$ cat src/pkg/plcs_map.svh
// register offsets, field positions, reset values and ordered-set counts
`ifndef PLCS_MAP_SVH
`define PLCS_MAP_SVH
`define PLCS_AW 12
`define PLCS_OFF_LINK 12'h078
`define PLCS_OFF_SLOT 12'h07c
`define PLCS_OFF_IRQ_STAT 12'h090
`define PLCS_OFF_IRQ_MASK 12'h094
`define PLCS_B_PWR_LO 0
`define PLCS_B_PWR_HI 1
`define PLCS_B_SPLIT 3
`define PLCS_B_LDIS 4
`define PLCS_B_RETRAIN 5
`define PLCS_B_CCC 6
`define PLCS_B_ESYNC 7
`define PLCS_B_SPEED_LO 16
`define PLCS_B_SPEED_HI 19
`define PLCS_B_WIDTH_LO 20
`define PLCS_B_WIDTH_HI 25
`define PLCS_B_TERR 26
`define PLCS_B_TRAIN 27
`define PLCS_B_SLOTCLK 28
`define PLCS_SPEED_2G5 4'h1
`define PLCS_W_X1 6'h01
`define PLCS_W_X2 6'h02
`define PLCS_W_X4 6'h04
`define PLCS_PWR_RST 2'h0
`define PLCS_IRQ_W 3
`define PLCS_IRQ_TERR 0
`define PLCS_IRQ_TDONE 1
`define PLCS_IRQ_LUP 2
`define PLCS_FTS_EXT 13'h1000
`define PLCS_FTS_STD 13'h0080
`define PLCS_TS1_EXT 11'h400
`define PLCS_TS1_STD 11'h010
`define PLCS_RESP_OKAY 2'h0
`define PLCS_RESP_SLVERR 2'h2
`endif

$ cat src/pkg/plcs_pkg.sv
// types shared by the link control and status register bank
package plcs_pkg;
  // commands driven toward the link training logic
  typedef struct packed {
    logic tx_l0s_en;
    logic tx_l1_en;
    logic rx_l0s_en;
    logic split_128;
    logic link_disable;
    logic retrain;
    logic common_clk;
    logic ext_sync;
    logic [12:0] fts_count;
    logic [10:0] ts1_count;
  } plcs_link_cmd_t;
  // status and straps arriving from pins
  typedef struct packed {
    logic reverse_mode;
    logic training_err;
    logic training_busy;
    logic link_up;
    logic [5:0] neg_width;
    logic slot_clk;
    logic [3:0] slot_caps;
  } plcs_link_stat_t;
  // software-held link control fields
  typedef struct packed {
    logic [1:0] active_power_state_control;
    logic completion_split_boundary;
    logic ldis;
    logic ccc;
    logic esync;
  } plcs_ctrl_t;
endpackage

$ cat src/logic/plcs_regs.sv
// link control/status and slot feature register bank behind an axi4-lite slave
//
// Functional notes
// - power state field: 00 none, 01 L0s only, 10 L1 only, 11 both; resets 00.
// - receiver may always enter L0s, whatever the power state field says.
// - completion split boundary bit: 0 gives 64 bytes, 1 gives 128 bytes.
// - reverse mode: link disable bit set takes the link down, clear lets it run.
// - forward mode: disable, retrain, error and training bits read zero, ignore writes.
// - reverse mode: writing 1 to retrain starts retraining; the bit always reads 0.
// - shared reference clock bit records asynchronous (0) or common (1) clocking.
// - extended sync: 4096 FTS then one SKIP leaving L0s, 1024 TS1 in Recovery.
// - current speed field always reads 1h, a 2.5 Gbps link.
// - negotiated width reads x1, x2 or x4 codes only; x4 by default.
// - reverse mode: training error flag reads 1 when training error detected.
// - reverse mode: training flag reads 1 while requested training pends or runs.
// - slot clock bit: 0 independent clock, 1 platform connector reference clock.
// - slot feature bits 0..3 are straps in reverse mode, read 0 forward.
`timescale 1ns/1ps
`include "plcs_map.svh"
module plcs_regs (
  input wire logic aclk, // core clock, 50 MHz
  input wire logic aresetn, // synchronous reset, active low
  input wire logic [`PLCS_AW-1:0] s_axi_awaddr, // write address
  input wire logic [2:0] s_axi_awprot, // unused protection
  input wire logic s_axi_awvalid, // write address valid
  output logic s_axi_awready, // write address ready
  input wire logic [31:0] s_axi_wdata, // write data
  input wire logic [3:0] s_axi_wstrb, // byte strobes
  input wire logic s_axi_wvalid, // write data valid
  output logic s_axi_wready, // write data ready
  output logic [1:0] s_axi_bresp, // write response
  output logic s_axi_bvalid, // write response valid
  input wire logic s_axi_bready, // write response ready
  input wire logic [`PLCS_AW-1:0] s_axi_araddr, // read address
  input wire logic [2:0] s_axi_arprot, // unused protection
  input wire logic s_axi_arvalid, // read address valid
  output logic s_axi_arready, // read address ready
  output logic [31:0] s_axi_rdata, // read data
  output logic [1:0] s_axi_rresp, // read response
  output logic s_axi_rvalid, // read data valid
  input wire logic s_axi_rready, // read data ready
  input wire plcs_pkg::plcs_link_stat_t link_stat, // pins from training logic and straps
  output plcs_pkg::plcs_link_cmd_t link_cmd, // commands to training logic
  output logic irq // level interrupt, active high
);
  import plcs_pkg::*;

  // word-aligned decode shared by read and write paths
  function automatic logic [1:0] reg_sel(input logic [`PLCS_AW-1:0] a);
    unique case ({a[`PLCS_AW-1:2], 2'b00})
      `PLCS_OFF_LINK: reg_sel = 2'h0;
      `PLCS_OFF_SLOT: reg_sel = 2'h1;
      `PLCS_OFF_IRQ_STAT: reg_sel = 2'h2;
      `PLCS_OFF_IRQ_MASK: reg_sel = 2'h3;
      default: reg_sel = 2'h0;
    endcase
  endfunction

  function automatic logic is_mapped(input logic [`PLCS_AW-1:0] a);
    logic [`PLCS_AW-1:0] w;
    w = {a[`PLCS_AW-1:2], 2'b00};
    is_mapped = (w == `PLCS_OFF_LINK) || (w == `PLCS_OFF_SLOT) ||
                (w == `PLCS_OFF_IRQ_STAT) || (w == `PLCS_OFF_IRQ_MASK);
  endfunction

  plcs_link_stat_t stat_meta_r;
  plcs_link_stat_t stat_r;
  logic init_done_r;
  logic rev_r;
  logic slot_clk_r;
  logic [3:0] slot_caps_r;
  logic busy_d_r;
  logic terr_d_r;
  logic lup_d_r;
  plcs_ctrl_t ctrl_r;
  logic [5:0] width_r;
  logic train_pend_r;
  logic [`PLCS_IRQ_W-1:0] irq_stat_r;
  logic [`PLCS_IRQ_W-1:0] irq_stat_nxt;
  logic [`PLCS_IRQ_W-1:0] irq_mask_r;
  logic [`PLCS_IRQ_W-1:0] irq_ev;
  logic aw_held_r;
  logic w_held_r;
  logic [`PLCS_AW-1:0] awaddr_r;
  logic [31:0] wdata_r;
  logic [3:0] wstrb_r;
  logic wr_go;
  logic wr_link;
  logic retrain_req;
  logic train_flag;
  logic [31:0] rd_word;

  // two-stage synchroniser, left out of reset so straps are through it at release
  always_ff @(posedge aclk) begin
    stat_meta_r <= link_stat;
    stat_r <= stat_meta_r;
  end

  // straps caught once after reset release; later pin motion is ignored
  always_ff @(posedge aclk) begin
    if (!aresetn) begin
      init_done_r <= 1'b0;
      rev_r <= 1'b0;
      slot_clk_r <= 1'b0;
      slot_caps_r <= 4'h0;
    end else if (!init_done_r) begin
      init_done_r <= 1'b1;
      rev_r <= stat_r.reverse_mode;
      slot_clk_r <= stat_r.slot_clk;
      slot_caps_r <= stat_r.slot_caps;
    end
  end

  // delayed copies track the pins through reset, so release shows no false edge
  always_ff @(posedge aclk) begin
    busy_d_r <= stat_r.training_busy;
    terr_d_r <= stat_r.training_err;
    lup_d_r <= stat_r.link_up;
  end

  // write path: address and data taken in either order, then one response
  assign wr_go = aw_held_r && w_held_r && !s_axi_bvalid;
  assign wr_link = wr_go && is_mapped(awaddr_r) && (reg_sel(awaddr_r) == 2'h0) && wstrb_r[0];
  // retrain only acts in reverse mode
  assign retrain_req = wr_link && rev_r && wdata_r[`PLCS_B_RETRAIN];

  always_ff @(posedge aclk) begin
    if (!aresetn) begin
      aw_held_r <= 1'b0;
      w_held_r <= 1'b0;
      awaddr_r <= '0;
      wdata_r <= 32'h0000_0000;
      wstrb_r <= 4'h0;
    end else begin
      if (s_axi_awvalid && s_axi_awready) begin
        aw_held_r <= 1'b1;
        awaddr_r <= s_axi_awaddr;
      end else if (wr_go) begin
        aw_held_r <= 1'b0;
      end
      if (s_axi_wvalid && s_axi_wready) begin
        w_held_r <= 1'b1;
        wdata_r <= s_axi_wdata;
        wstrb_r <= s_axi_wstrb;
      end else if (wr_go) begin
        w_held_r <= 1'b0;
      end
    end
  end

  // ready only while the slot is empty, so a response never gets overrun
  always_ff @(posedge aclk) begin
    if (!aresetn) begin
      s_axi_awready <= 1'b0;
      s_axi_wready <= 1'b0;
      s_axi_bvalid <= 1'b0;
      s_axi_bresp <= `PLCS_RESP_OKAY;
    end else begin
      s_axi_awready <= !aw_held_r && !(s_axi_awvalid && s_axi_awready) && !s_axi_bvalid;
      s_axi_wready <= !w_held_r && !(s_axi_wvalid && s_axi_wready) && !s_axi_bvalid;
      if (wr_go) begin
        s_axi_bvalid <= 1'b1;
        s_axi_bresp <= is_mapped(awaddr_r) ? `PLCS_RESP_OKAY : `PLCS_RESP_SLVERR;
      end else if (s_axi_bready) begin
        s_axi_bvalid <= 1'b0;
      end
    end
  end

  // link control fields; only byte lane 0 holds writable bits
  always_ff @(posedge aclk) begin
    if (!aresetn) begin
      ctrl_r.active_power_state_control <= `PLCS_PWR_RST;
      ctrl_r.completion_split_boundary <= 1'b0;
      ctrl_r.ldis <= 1'b0;
      ctrl_r.ccc <= 1'b0;
      ctrl_r.esync <= 1'b0;
    end else if (wr_link) begin
      ctrl_r.active_power_state_control <= wdata_r[`PLCS_B_PWR_HI:`PLCS_B_PWR_LO];
      ctrl_r.completion_split_boundary <= wdata_r[`PLCS_B_SPLIT];
      ctrl_r.ldis <= rev_r & wdata_r[`PLCS_B_LDIS];
      ctrl_r.ccc <= wdata_r[`PLCS_B_CCC];
      ctrl_r.esync <= wdata_r[`PLCS_B_ESYNC];
    end
  end

  // only legal codes are kept; last value held while link is down
  always_ff @(posedge aclk) begin
    if (!aresetn) begin
      width_r <= `PLCS_W_X4;
    end else if (stat_r.link_up && (stat_r.neg_width == `PLCS_W_X1 ||
               stat_r.neg_width == `PLCS_W_X2 || stat_r.neg_width == `PLCS_W_X4)) begin
      width_r <= stat_r.neg_width;
    end
  end

  // pending flag bridges the gap before the trainer shows busy
  always_ff @(posedge aclk) begin
    if (!aresetn) begin
      train_pend_r <= 1'b0;
    end else if (retrain_req) begin
      train_pend_r <= 1'b1;
    end else if (stat_r.training_busy) begin
      train_pend_r <= 1'b0;
    end
  end
  assign train_flag = rev_r && (train_pend_r || stat_r.training_busy);

  // link commands, all from flops
  always_ff @(posedge aclk) begin
    if (!aresetn) begin
      link_cmd <= '0;
    end else begin
      link_cmd.tx_l0s_en <= ctrl_r.active_power_state_control[0];
      link_cmd.tx_l1_en <= ctrl_r.active_power_state_control[1];
      link_cmd.rx_l0s_en <= 1'b1;
      link_cmd.split_128 <= ctrl_r.completion_split_boundary;
      link_cmd.link_disable <= rev_r & ctrl_r.ldis;
      link_cmd.retrain <= retrain_req;
      link_cmd.common_clk <= ctrl_r.ccc;
      link_cmd.ext_sync <= ctrl_r.esync;
      link_cmd.fts_count <= ctrl_r.esync ? `PLCS_FTS_EXT : `PLCS_FTS_STD;
      link_cmd.ts1_count <= ctrl_r.esync ? `PLCS_TS1_EXT : `PLCS_TS1_STD;
    end
  end

  // interrupt events from synchronised status edges
  always_comb begin
    irq_ev = '0;
    irq_ev[`PLCS_IRQ_TERR] = rev_r && stat_r.training_err && !terr_d_r;
    irq_ev[`PLCS_IRQ_TDONE] = busy_d_r && !stat_r.training_busy;
    irq_ev[`PLCS_IRQ_LUP] = stat_r.link_up && !lup_d_r;
  end

  // set wins over a write-one clear in the same cycle
  always_comb begin
    irq_stat_nxt = irq_stat_r;
    if (wr_go && is_mapped(awaddr_r) && reg_sel(awaddr_r) == 2'h2 && wstrb_r[0]) begin
      irq_stat_nxt = irq_stat_r & ~wdata_r[`PLCS_IRQ_W-1:0];
    end
    irq_stat_nxt = irq_stat_nxt | irq_ev;
  end

  always_ff @(posedge aclk) begin
    if (!aresetn) begin
      irq_stat_r <= '0;
      irq_mask_r <= '0;
      irq <= 1'b0;
    end else begin
      irq_stat_r <= irq_stat_nxt;
      if (wr_go && is_mapped(awaddr_r) && reg_sel(awaddr_r) == 2'h3 && wstrb_r[0]) begin
        irq_mask_r <= wdata_r[`PLCS_IRQ_W-1:0];
      end
      irq <= |(irq_stat_r & irq_mask_r);
    end
  end

  // read word assembly; unlisted bits stay zero
  always_comb begin
    rd_word = 32'h0000_0000;
    unique case (reg_sel(s_axi_araddr))
      2'h0: begin
        rd_word[`PLCS_B_PWR_HI:`PLCS_B_PWR_LO] = ctrl_r.active_power_state_control;
        rd_word[`PLCS_B_SPLIT] = ctrl_r.completion_split_boundary;
        rd_word[`PLCS_B_LDIS] = rev_r & ctrl_r.ldis;
        // retrain reads zero, left at default
        rd_word[`PLCS_B_CCC] = ctrl_r.ccc;
        rd_word[`PLCS_B_ESYNC] = ctrl_r.esync;
        rd_word[`PLCS_B_SPEED_HI:`PLCS_B_SPEED_LO] = `PLCS_SPEED_2G5;
        rd_word[`PLCS_B_WIDTH_HI:`PLCS_B_WIDTH_LO] = width_r;
        rd_word[`PLCS_B_TERR] = rev_r & stat_r.training_err;
        rd_word[`PLCS_B_TRAIN] = train_flag;
        rd_word[`PLCS_B_SLOTCLK] = slot_clk_r;
      end
      2'h1: rd_word[3:0] = rev_r ? slot_caps_r : 4'h0;
      2'h2: rd_word[`PLCS_IRQ_W-1:0] = irq_stat_r;
      2'h3: rd_word[`PLCS_IRQ_W-1:0] = irq_mask_r;
    endcase
    if (!is_mapped(s_axi_araddr)) begin
      rd_word = 32'h0000_0000;
    end
  end

  // read path: one outstanding read, data held until taken
  always_ff @(posedge aclk) begin
    if (!aresetn) begin
      s_axi_arready <= 1'b0;
      s_axi_rvalid <= 1'b0;
      s_axi_rdata <= 32'h0000_0000;
      s_axi_rresp <= `PLCS_RESP_OKAY;
    end else begin
      s_axi_arready <= !s_axi_rvalid && !(s_axi_arvalid && s_axi_arready);
      if (s_axi_arvalid && s_axi_arready) begin
        s_axi_rvalid <= 1'b1;
        s_axi_rdata <= rd_word;
        s_axi_rresp <= is_mapped(s_axi_araddr) ? `PLCS_RESP_OKAY : `PLCS_RESP_SLVERR;
      end else if (s_axi_rready) begin
        s_axi_rvalid <= 1'b0;
      end
    end
  end

  logic rd_link;
  logic rd_slot;
  assign rd_link = s_axi_arvalid && s_axi_arready && is_mapped(s_axi_araddr) &&
                   reg_sel(s_axi_araddr) == 2'h0;
  assign rd_slot = s_axi_arvalid && s_axi_arready && is_mapped(s_axi_araddr) &&
                   reg_sel(s_axi_araddr) == 2'h1;
endmodule

$ cat config.mk
export PLATFORM = sky130hd
export DESIGN_NAME = plcs_regs
export DESIGN_NICKNAME = d
export VERILOG_FILES = /design/src/pkg/plcs_pkg.sv /design/src/logic/plcs_regs.sv
export VERILOG_INCLUDE_DIRS = /design/src /design/src/pkg
export SDC_FILE = /design/constraint.sdc
export NUM_CORES = 1
export LEC_CHECK = 0
export BUFFER_PORTS_ARGS = -buffer_cell sky130_fd_sc_hd__buf_4
export CORE_MARGIN = 1
export CORE_UTILIZATION = 43
export CTS_CLUSTER_SIZE = 10
export DETAILED_ROUTE_END_ITERATION = 8
export PLACE_DENSITY = 0.75
export SETUP_SLACK_MARGIN = 0.1
export SYNTH_ARGS = -nofsm -noshare
export SYNTH_HDL_FRONTEND = slang
export SYNTH_SLANG_ARGS = --single-unit
$ cat constraint.sdc
create_clock -name aclk -period 1.74 [get_ports aclk]
set_clock_uncertainty 0.1 [all_clocks]
set_input_delay 0 -clock aclk [delete_from_list [all_inputs] [get_ports aclk]]
set_output_delay 0 -clock aclk [all_outputs]
set_load 0.005 [all_outputs]
==> results of run 1 <==
## power by group through the flow
| stage | Combinational (W) | Sequential (W) | Clock [W] |
|---|---|---|---|
| after detailed placement | 0.000319 | 0.00280 | 0 |
| after global routing | 0.000481 | 0.00277 | 0.00353 |
| after CTS | 0.000421 | 0.00275 | 0.00336 |
| after global placement | 0.000309 | 0.00280 | 0 |
| final | 0.000440 | 0.00276 | 0.00331 |
| after floorplan | 0.000235 | 0.00278 | 0 |
## layout by cell type, fill, tap and decap left out, drive strengths merged, types with 3 or more instances in the layout
cell type | netlist | layout
dfxtp | 113 | 113
mux2i | 13 | 13
xnor2 | 3 | 3
inv | 10 | 21
a21oi | 40 | 40
nand3 | 5 | 5
a21o | 3 | 3
dlygate4sd3 | 0 | 62
nor3 | 7 | 7
buf | 45 | 102
and2 | 7 | 7
o31ai | 3 | 3
a22o | 9 | 9
conb | 1 | 37
nor2b | 5 | 5
o21ai | 12 | 12
nor2 | 13 | 13
nand4 | 4 | 4
nand2b | 4 | 4
clkinvlp | 0 | 3
clkbuf | 13 | 17
nand2 | 66 | 66
## metrics by stage
step	instances	instance area [um^2]
finish	696	5970
global route	696	5970
CTS	695	5940
detailed placement	600	4720
global placement	600	4720
floorplan	447	4180
## layout make-up
class / instances / area [um^2]
Fill cell: 691 / 3180
Multi-Input combinational cell: 266 / 1550
Inverter: 10 / 37.5
Sequential cell: 113 / 2260
Clock inverter: 15 / 159
Tap cell: 111 / 139
Clock buffer: 17 / 414
Timing Repair Buffer: 164 / 1420
## critical path: stages (launching register included)
cell and delay [ns]:
dfxtp_1 0.33, or4b_2 0.71, nor3_2 0.15, buf_4 0.15
a31oi_1 0.07
## kinds of logic after synthesis
logic type | count (synthesis)
xor+xnor | 3
simple gates | 130
buf+inv | 68
other cells | 1
flops | 113
mux | 15
compound gates | 81
## sequential cells by signal, summed over array words and instances (netlist names), 3 cells and up
register / flops
slot_caps_r: 4
width_r: 6
awaddr_r: 10
irq_mask_r: 3
s_axi_rdata: 17
wdata_r: 8
ctrl_r: 6
irq_stat_r: 3
stat_meta_r: 15
link_cmd: 8
stat_r: 15
## timing repair
action                                 4_1_cts  5_1_grt
setup buffers                                1        1
endpoints found under the hold margin       88        0
hold buffers                                62        0
gates resized for setup                      3       12
pin swaps                                    2        3
setup endpoints to repair                   20       28
## how the worst max path moves through the flow
stage	from	end	slack, ns	cells after the start
finish	awaddr_r[3]	irq_stat_r[0]	0.10	4
global route	awaddr_r[3]	irq_stat_r[0]	0.05	4
CTS	stat_r[10]	width_r[0]	0.10	4
detailed placement	stat_r[10]	width_r[4]	-0.006	4
global placement	stat_r[10]	width_r[5]	0.07	4
floorplan	awaddr_r[8]	ctrl_r[0]	0.15	4
## layer usage
metal	track usage, %	share of wire [%]	vias up
li1	-	-	1655
met3	6.52	5.2	6
met5	0	0	-
met4	8.27	0.68	0
met1	23.7	45	1562
met2	35.0	49	115
==> impl_results.md, run 1 <==
* Remaining Overflow, GRT at 0
* Power per cell area at between 1000 and 1500 nW/um^2
* Fmax at 0.611 GHz
* Hold path cells at 5
* Fin crit period at approximately 1.6 ns
* Async SR Flop Fraction at 0%
* Largest family of logic cells by synthesized area: simple AND/OR/NAND/NOR gates
* Number of core rows at 35
* Hold Startpoint: s_axi_araddr[10]
* CTS tree: done
* Die H at a little under 100 um
* Sequential share of power at a little over two fifths
* Post-Synth Adder-Cell Area at 0%
* Input/output buffers at 87
* Sw Share at 24.7%
* Syn_area_per_cell at 9.84 um^2
* Syn. warnings at 0
* Final setup viols at 0
* Initial antenna violation count at 0
* R2r endpoint: irq_stat_r[0]
* Sw power at approximately 0.0016 W
* H-tree depth at 4
* Hold slack at ~0.019 ns
* Worst setup margin at roughly 0.10 ns
* Maxcap violations at 0
* Outcome: complete, no violations
* Pin count of the biggest net entering global routing at 28
* Synthesized cell area at 4040 um^2
* P_int at 0.00490 W
* Multiplexer area fraction after synthesis at 3.78%
* Ports at approximately 160
* Cell variety after synth at 50
* Startpoint type of the worst setup path: register
* Hold EP: s_axi_rdata[0]
* Vias in the first global route at around 3,400
* Top post-synthesis cells by area: dfxtp_1 56%, buf_4 7.6%, nand2_1 6.1%
* VDD IR max at around 680 uV
* Sequential area share after synthesis at 56.0%
* Synth cell count leaders: 113 x dfxtp_1, 66 x nand2_1, 41 x buf_4
* Total Nets Final at between 600 and 700
* Final wirelength at about 9.4 mm
* Post-route ant nets at 0
* Crit path capture type: register
* RSZ-0062 raised after global routing: true
* Clk sinks at 113
* DR WL/cell at 13.5 um
* Top-count cell post-synth: dfxtp_1
* Core area at around 9000 um^2
* Residual DRC at 0
* Layout cells sized above 1 at 26.3%
* First-pass GRT wire length at between 15 and 20 mm
* Die area at roughly 10000 um^2
* Vias per Instance at roughly 4.8
* Worst Reg-to-Reg Cells at 4
* CP Class: reg -> reg
* Yosys top cell area share at between 50 and 60%
* Top_reg_cell synth: dfxtp_1
* Cell count after synthesis at 411
* XOR/XNOR Fraction of Synth Area at 0.650%
* HP Class: in -> reg
* Synth Area in Simple Gates at between 10% and 20%
* EDFF count, synth at 0
* Clock transition at path regs at roughly 0.060 ns
* Starting Density at around 44%
* Pre-CTS WS at -0.00620 ns
* WP data required at a little over 2 ns
* Final Cycle Share at between 90% and 100%
* Antenna diodes at 0
* Crit path max fanout at 4
* Register-to-Register Setup Slack at just over 0.1 ns
* WP data arrival at approximately 1.9 ns
* FF-to-FF Start: awaddr_r[3]
* CTS max path bufs at 2
* Clock power share at between 50% and 60%
* Total number of vias at ~3,300
* Total power at about 0.0065 W
* TritonCTS Buffers at 17
* Post-synthesis compound-gate area fraction at between 10% and 20%
* Clk_lat worst skew at between 0.5 and 0.6 ns
* Area growth syn-to-layout at 47.8%
* Seq cells post-synth at about 110
* Logic pwr share at about 6.8%
* Initial DRC Count at ~100
* Cell leakage power at approximately 2.6 nW
* Die width at ~99 um
* Final slew viol count at 0
* Dominant cell type by area after synthesis: dfxtp_1
* Hold Vio Cnt, Final at 0
* Final core occ at between 60% and 70%
* Post-DP HPWL at 5.90 mm
* Root Driver: clkbuf_8
* DR pass1 iterations at 5
* Routability congestion estimate at approximately 0.86
* GRT Overall Usage at between 20% and 30%
* Final TNS setup at 0 ns
(Power assumes the default switching activity.)
==> inputs of run 2 (changes only) <==
Settings changed: CORE_ASPECT_RATIO set to 0.8, CORE_UTILIZATION 43 to 30, MAX_ROUTING_LAYER set to met4, PLACE_DENSITY 0.75 to not set.
==> run 2 against run 1 <==
Effect of this change:
- register-to-register slack about the same
- sequential power about the same
- highest routed layer unchanged
- largest cell class unchanged
- critical path type unchanged
- largest power group unchanged
- combinational power decreased by 6.1%
- fmax decreased by 0.25%
==> impl_results.md, run 2 (synthesis gave the netlist of run 1 again) <==
* WP data arrival at 1.87 ns (-0.05 ns)
* Sequential share of power at 41.5% (-0.9 points)
* Initial DRC Count at 226 (+130%)
* Pre-CTS WS at 0.00977 ns (+0.0160 ns)
* Least-Margin Pin Slew at between 0.8 and 0.9 ns
* Max FFs per register at 17 (unchanged)
* Most frequent cells in the layout: 111 x dfxtp_1, 100 x buf_4, 66 x nand2_1
* Clock transition at path regs at 0.05 ns (about the same)
* Final TNS setup at 0 ns (unchanged)
* Cell Area, Placed at 4810 um^2 (+2.0%)
* Clock power share at 52.3% (+1.4 points)
* Hold Vio Cnt, Final at 0 (unchanged)
* Die width at 132 um (+33%)
* Outcome: complete, no violations
* Starting Density at 31.1% (-13 points)
* Cell leakage power at 2.56 nW (-1.9%)
* Crit path capture type: register
* RSZ-0062 raised after global routing: true
* Vias per Instance at 4.42 (-7.8%)
* Final core occ at 45.4% (-20 points)
* Total Nets Final at 642 (-2.7%)
* Worst Reg-to-Reg Cells at 6 (+2)
* Vias in the first global route at 3,275 (-3.6%)
* Final slew viol count at 0 (unchanged)
* Final wirelength at 9.77 mm (+3.8%)
* Crit path max fanout at 7 (+3)
* CTS tree: done
* Root Driver: clkbuf_16
* Rel. slew slack at between 40% and 50%
* Final setup viols at 0 (unchanged)
* Startpoint type of the worst setup path: register
* Antenna diodes at 0 (unchanged)
* Dpl cells at 666 (+11%)
* Ports at 162 (unchanged)
* FF-to-FF Start: awaddr_r[11]
* Hold Startpoint: s_axi_araddr[10]
* Power per cell area at 1130 nW/um^2 (+3.4%)
* Die area at 13,900 um^2 (+42%)
* Pin count of the biggest net entering global routing at 34 (+21%)
* Largest registers: s_axi_rdata (17), stat_meta_r (15), stat_r (15)
* Area growth syn-to-layout at 46.0%
* Post-DP HPWL at 6.73 mm (+14%)
* Initial antenna violation count at 0 (unchanged)
* Largest register by flop count: s_axi_rdata
* HP Class: in -> reg
* Filler cell count at 1,250 (+81%)
* CTS max path bufs at 2 (unchanged)
* Hold path cells at 5 (unchanged)
* GRT Overall Usage at 15.2% (-5.3 points)
* Clk_lat worst skew at 0.40 ns (-0.11 ns)
* Residual DRC at 0 (unchanged)
* Worst setup margin at 0.0993 ns (-0.00413 ns)
* P_int at 0.00526 W (+7.4%)
* Fin crit period at 1.64 ns (+0.00413 ns)
* Clk sinks at 113 (unchanged)
* Final Instance Area at 5900 um^2 (-1.2%)
* TritonCTS Buffers at 17 (unchanged)
* Layout cells sized above 1 at 26.6% (+0.31 points)
* DR pass1 iterations at 4 (-1)
* Final std cells w/o fill at 742 (+6.6%)
* Core area at 13,000 um^2 (+42%)
* Total number of vias at 3,280 (-1.7%)
* Input/output buffers at 87 (unchanged)
* Final Cycle Share at 94.3% (+0.24 points)
* Most common cell after layout, fill and taps aside: dfxtp_1
* Logic pwr share at 6.2% (-0.6 points)
* Remaining Overflow, GRT at 0 (unchanged)
* WP data required at 1.96 ns (-0.06 ns)
* Fmax at 0.610 GHz (-0.25%)
* Maxcap violations at 0 (unchanged)
* First-pass GRT wire length at 15.8 mm (+1.9%)
* Sw power at 0.00138 W (-14%)
* Post-route ant nets at 0 (unchanged)
* Die H at 106 um (+6.9%)
* Hold EP: s_axi_rdata[1]
* CP Class: reg -> reg
* Sw Share at 20.8% (-3.9 points)
* Number of core rows at 37 (+5.7%)
* Routability congestion estimate at 0.846 (-1.9%)
* R2r endpoint: ctrl_r[4]
* DR WL/cell at 13.2 um (-2.6%)
* VDD IR max at 684 uV (+0.66%)
* H-tree depth at 4 (unchanged)
* Register-to-Register Setup Slack at 0.1 ns (about the same)
==> run 2: per-stage QoR <==
step	total power (W)	hold WS (ns)
after detailed placement	0.00313	0.00546
after floorplan	0.00301	-0.0723
final	0.00664	0.0354
after global routing	0.00690	0.0599
after CTS	0.00669	0.0282
after global placement	0.00312	0.00487
==> run 2: repair_timing <==
action / 4_1_cts / 5_1_grt
setup buffers: 1 / 1
hold buffers: 42 / 0
endpoints found under the setup margin: 19 / 17
gates resized for setup: 4 / 7
pin swaps: 2 / 3
hold endpoints to repair: 66 / 0
==> run 2: metal layers <==
metal  routed length (um)  track usage [%]  vias to the layer above
met1                 4640             18.5                     1534
met4                  144             7.06                        0
met2                 4420             22.6                      112
li1                     -                -                     1618
met3                  568             5.24                       16
met5                    0                -                        -
==> run 2: worst max-delay path by stage <==
| stage | start | to | slack (ns) | depth (start not counted) |
|---|---|---|---|---|
| 6_report | awaddr_r[11] | ctrl_r[4] | 0.1 | 6 |
| 5_1_grt | awaddr_r[11] | ctrl_r[4] | 0.02 | 6 |
| 4_1_cts | awaddr_r[8] | ctrl_r[4] | 0.11 | 6 |
| 3_5_place_dp | awaddr_r[8] | ctrl_r[4] | 0.01 | 5 |
| 3_3_place_gp | awaddr_r[8] | irq_stat_r[0] | 0.03 | 5 |
| 2_1_floorplan | awaddr_r[8] | ctrl_r[0] | 0.15 | 4 |
==> run 2: area by class of cell <==
type,count,area [um^2],share of cell area (%)
flip-flops and latches,113,2260,38.4
inverters,10,37.5,0.636
well taps,175,219,3.71
clock buffers,21,470,7.97
repair buffers,146,1230,20.9
multi-input cells,266,1540,26.1
clock inverters,11,135,2.29
==> run 2: power by group through the flow <==
stage          Combinational, W  Sequential, W  Clock [W]
2_1_floorplan          0.000235        0.00278          0
3_3_place_gp           0.000318        0.00280          0
3_5_place_dp           0.000325        0.00280          0
4_1_cts                0.000406        0.00275    0.00353
5_1_grt                0.000454        0.00277    0.00368
6_report               0.000413        0.00276    0.00347
==> run 2: critical path, stage by stage, from the launching register on <==
cell and delay, ns:
dfxtp_2 0.33, nor4_4 0.32, nand4_1 0.14, buf_6 0.16, nor3_4 0.15, buf_12 0.16, mux2i_2 0.20
==> inputs of run 3 (changes only) <==
Settings changed: ABC_AREA set to 1.
==> run 3 against run 2 <==
Effect of this change:
- sequential share of layout area down 0.69 points
- final cell count up 14%
- non-clock buffer count down 3
- worst hold slack worse by 0.035 ns
- area after synthesis up 3.9%
- wire length down 2.5%
- count of clock-buffer cells in the layout down 4
- clock power down 4%
- first-iteration DRC count down 24%
- sequential power about the same
- core utilization down 1.1 points
- largest cell class unchanged
- largest power group unchanged
- highest routed layer unchanged
==> impl_results.md, run 3 <==
* H-tree depth at 4 (unchanged)
* First-pass GRT wire length at 15.6 mm (-1.7%)
* Die area at 14,500 um^2 (+3.9%)
* Largest register by flop count: s_axi_rdata
* CTS max path bufs at 2 (unchanged)
* DR pass1 iterations at 4 (unchanged)
* Syn_area_per_cell at 8.24 um^2 (-16%)
* P_int at 0.00493 W (-6.3%)
* Routability congestion estimate at 0.768 (-9.2%)
* Most frequent cells in the layout: 110 x dfxtp_1, 98 x buf_4, 92 x nand2_1
* Clock power share at 50.9% (-1.4 points)
* Final setup viols at 0 (unchanged)
* Starting Density at 30.9% (-0.18 points)
* Antenna diodes at 0 (unchanged)
* Top post-synthesis cells by area: dfxtp_1 54%, nand2_1 8.5%, buf_4 7.3%
* Maxcap violations at 0 (unchanged)
* Sequential share of power at 42.1% (+0.6 points)
* Fmax at 0.639 GHz (+4.9%)
* Final std cells w/o fill at 845 (+14%)
* Logic pwr share at 7.0% (+0.8 points)
* Pre-CTS WS at 0.143 ns (+0.134 ns)
* DR WL/cell at 11.3 um (-14%)
* CP Class: in -> reg
* Area growth syn-to-layout at 43.1%
* Residual DRC at 0 (unchanged)
* Cell count after synthesis at 510 (+24%)
* WP data required at 1.99 ns (+0.03 ns)
* Die H at 108 um (+1.9%)
* Clk sinks at 113 (unchanged)
* EDFF count, synth at 0 (unchanged)
* Hold slack at 0.0000463 ns (-0.0354 ns)
* Cell Area, Placed at 4890 um^2 (+1.6%)
* HP Class: in -> reg
* Max FFs per register at 17 (unchanged)
* Syn. warnings at 0 (unchanged)
* Root Driver: clkbuf_16
* GRT Overall Usage at 14.5% (-0.74 points)
* Seq cells post-synth at 113 (unchanged)
* VDD IR max at 654 uV (-4.3%)
* Sequential area share after synthesis at 53.8% (-2.1 points)
* Initial antenna violation count at 0 (unchanged)
* Hold Startpoint: s_axi_araddr[10]
* Startpoint type of the worst setup path: input pin
* Total Nets Final at 740 (+15%)
* Vias in the first global route at 3,380 (+3.2%)
* RSZ-0062 raised after global routing: true
* Cell variety after synth at 32 (-36%)
* Final Instance Area at 6010 um^2 (+1.9%)
* Final slew viol count at 0 (unchanged)
* Critical path startpoint: s_axi_araddr[6]
* CTS tree: done
* Cell leakage power at 2.71 nW (+5.9%)
* Dpl cells at 763 (+15%)
* Crit path capture type: register
* Layout cells sized above 1 at 26.9% (+0.29 points)
* Clock transition at path regs at 0.06 ns (about the same)
* Final Cycle Share at 89.9% (-4.4 points)
* Clk_lat worst skew at 0.41 ns (about the same)
* Number of core rows at 38 (+2.7%)
* Async SR Flop Fraction at 0% (unchanged)
* Sw Share at 24.6% (+3.8 points)
* Synthesized cell area at 4200 um^2 (+3.9%)
* Core area at 13,600 um^2 (+4.5%)
* Fin crit period at 1.56 ns (-0.0767 ns)
* Top_reg_cell synth: dfxtp_1
* Outcome: complete, no violations
* Top-count cell post-synth: dfxtp_1
* Worst setup margin at 0.176 ns (+0.0767 ns)
* Power per cell area at 1090 nW/um^2 (-3.3%)
* Hold Vio Cnt, Final at 0 (unchanged)
* Vias per Instance at 4.18 (-5.4%)
* Input/output buffers at 87 (unchanged)
* WP data arrival at 1.82 ns (-0.05 ns)
* Ports at 162 (unchanged)
* Most common cell after layout, fill and taps aside: dfxtp_1
* Largest registers: s_axi_rdata (17), stat_meta_r (15), stat_r (15)
* Synth cell count leaders: 113 x dfxtp_1, 95 x nand2_1, 55 x nor2_1
* Initial DRC Count at 171 (-24%)
* Die width at 134 um (+1.9%)
* Final wirelength at 9.53 mm (-2.5%)
* Post-DP HPWL at 6.76 mm (+0.50%)
* Dominant cell type by area after synthesis: dfxtp_1
* Total number of vias at 3,535 (+7.8%)
* Pin count of the biggest net entering global routing at 31 (-8.8%)
* Yosys top cell area share at 53.8% (-2.1 points)
* Final TNS setup at 0 ns (unchanged)
* Post-route ant nets at 0 (unchanged)
* Crit path max fanout at 3 (-4)
* Remaining Overflow, GRT at 0 (unchanged)
* TritonCTS Buffers at 17 (unchanged)
* FF-to-FF Start: awaddr_r[8]
* Filler cell count at 1,327 (+6.2%)
* Sw power at 0.00161 W (+17%)
==> run 3: cell count changes after synthesis, moves of 14 or more <==
| cell | delta |
|---|---|
| nor2_1 | +42 |
| inv_1 | +33 |
| nand2_1 | +29 |
| o21ai_0 | +21 |
| a21oi_1 | -15 |
| nor2_2 | +14 |
==> run 3: kinds of logic (layout without fill, tap and decap cells) <==
logic type,count (synthesis),after routing,share of synthesized area (%)
compound gates,73,73,9.23
xor+xnor,1,1,0.208
other cells,1,37,0.0893
buf+inv,104,223,13.4
flops,113,113,53.8
simple gates,218,218,23.2
==> run 3: per-layer routing <==
metal / GRT usage, % / share of wire (%)
met1: 17.6 / 49
met2: 22.4 / 46
met3: 4.94 / 5.2
met4: 4.82 / 0.34
met5: - / 0
==> run 3: through the flow <==
stage | utilization [%] | power [W]
finish | 44.2 | 0.00654
global route | 44.2 | 0.00683
CTS | 43.3 | 0.00660
detailed placement | 35.9 | 0.00317
global placement | 35.9 | 0.00316
floorplan | - | 0.00306
==> run 3: final cells by class <==
cell class,count,area (um^2),area share (%)
Tap cell,180,225,3.75
Multi-Input combinational cell,329,1560,25.9
Timing Repair Buffer,143,1210,20.1
Sequential cell,113,2270,37.7
Clock buffer,17,425,7.08
Clock inverter,15,149,2.48
Inverter,48,180,3.00
==> run 3: path summary, 6_finish.rpt <==
| check | endpoint | slack (ns) | cells after the start |
|---|---|---|---|
| worst min-delay path | s_axi_rdata[25] | 0.00005 | 6 |
| worst max register to register | ctrl_r[1] | 0.20 | 11 |
| worst max-delay path | s_axi_rdata[1] | 0.18 | 9 |
| worst min register to register | stat_r[13] | 0.23 | 0 |
==> run 3: worst max-delay path, cell delays in order <==
cell and delay (ns):
dlygate4sd3_1 0.54, buf_4 0.12, nand2_1 0.08, nor2_4 0.14, dlygate4sd3_1 0.59, nand3_2 0.11, nand2_1 0.09, nand3_1 0.08
nand2_1 0.07
==> run 3: repair_timing <==
item / 4_1_cts / 5_1_grt
buffers inserted: 0 / 6
hold endpoints to repair: 47 / 0
setup endpoints to repair: 0 / 10
hold buffers: 43 / 0
gates resized for setup: 0 / 18
==> run 3: power groups by stage <==
stage	Sequential [W]	Clock [W]	Combinational (W)
6_report	0.00276	0.00333	0.000457
3_5_place_dp	0.00281	0	0.000361
3_3_place_gp	0.00281	0	0.000354
4_1_cts	0.00275	0.00341	0.000438
2_1_floorplan	0.00279	0	0.000266
5_1_grt	0.00277	0.00354	0.000516
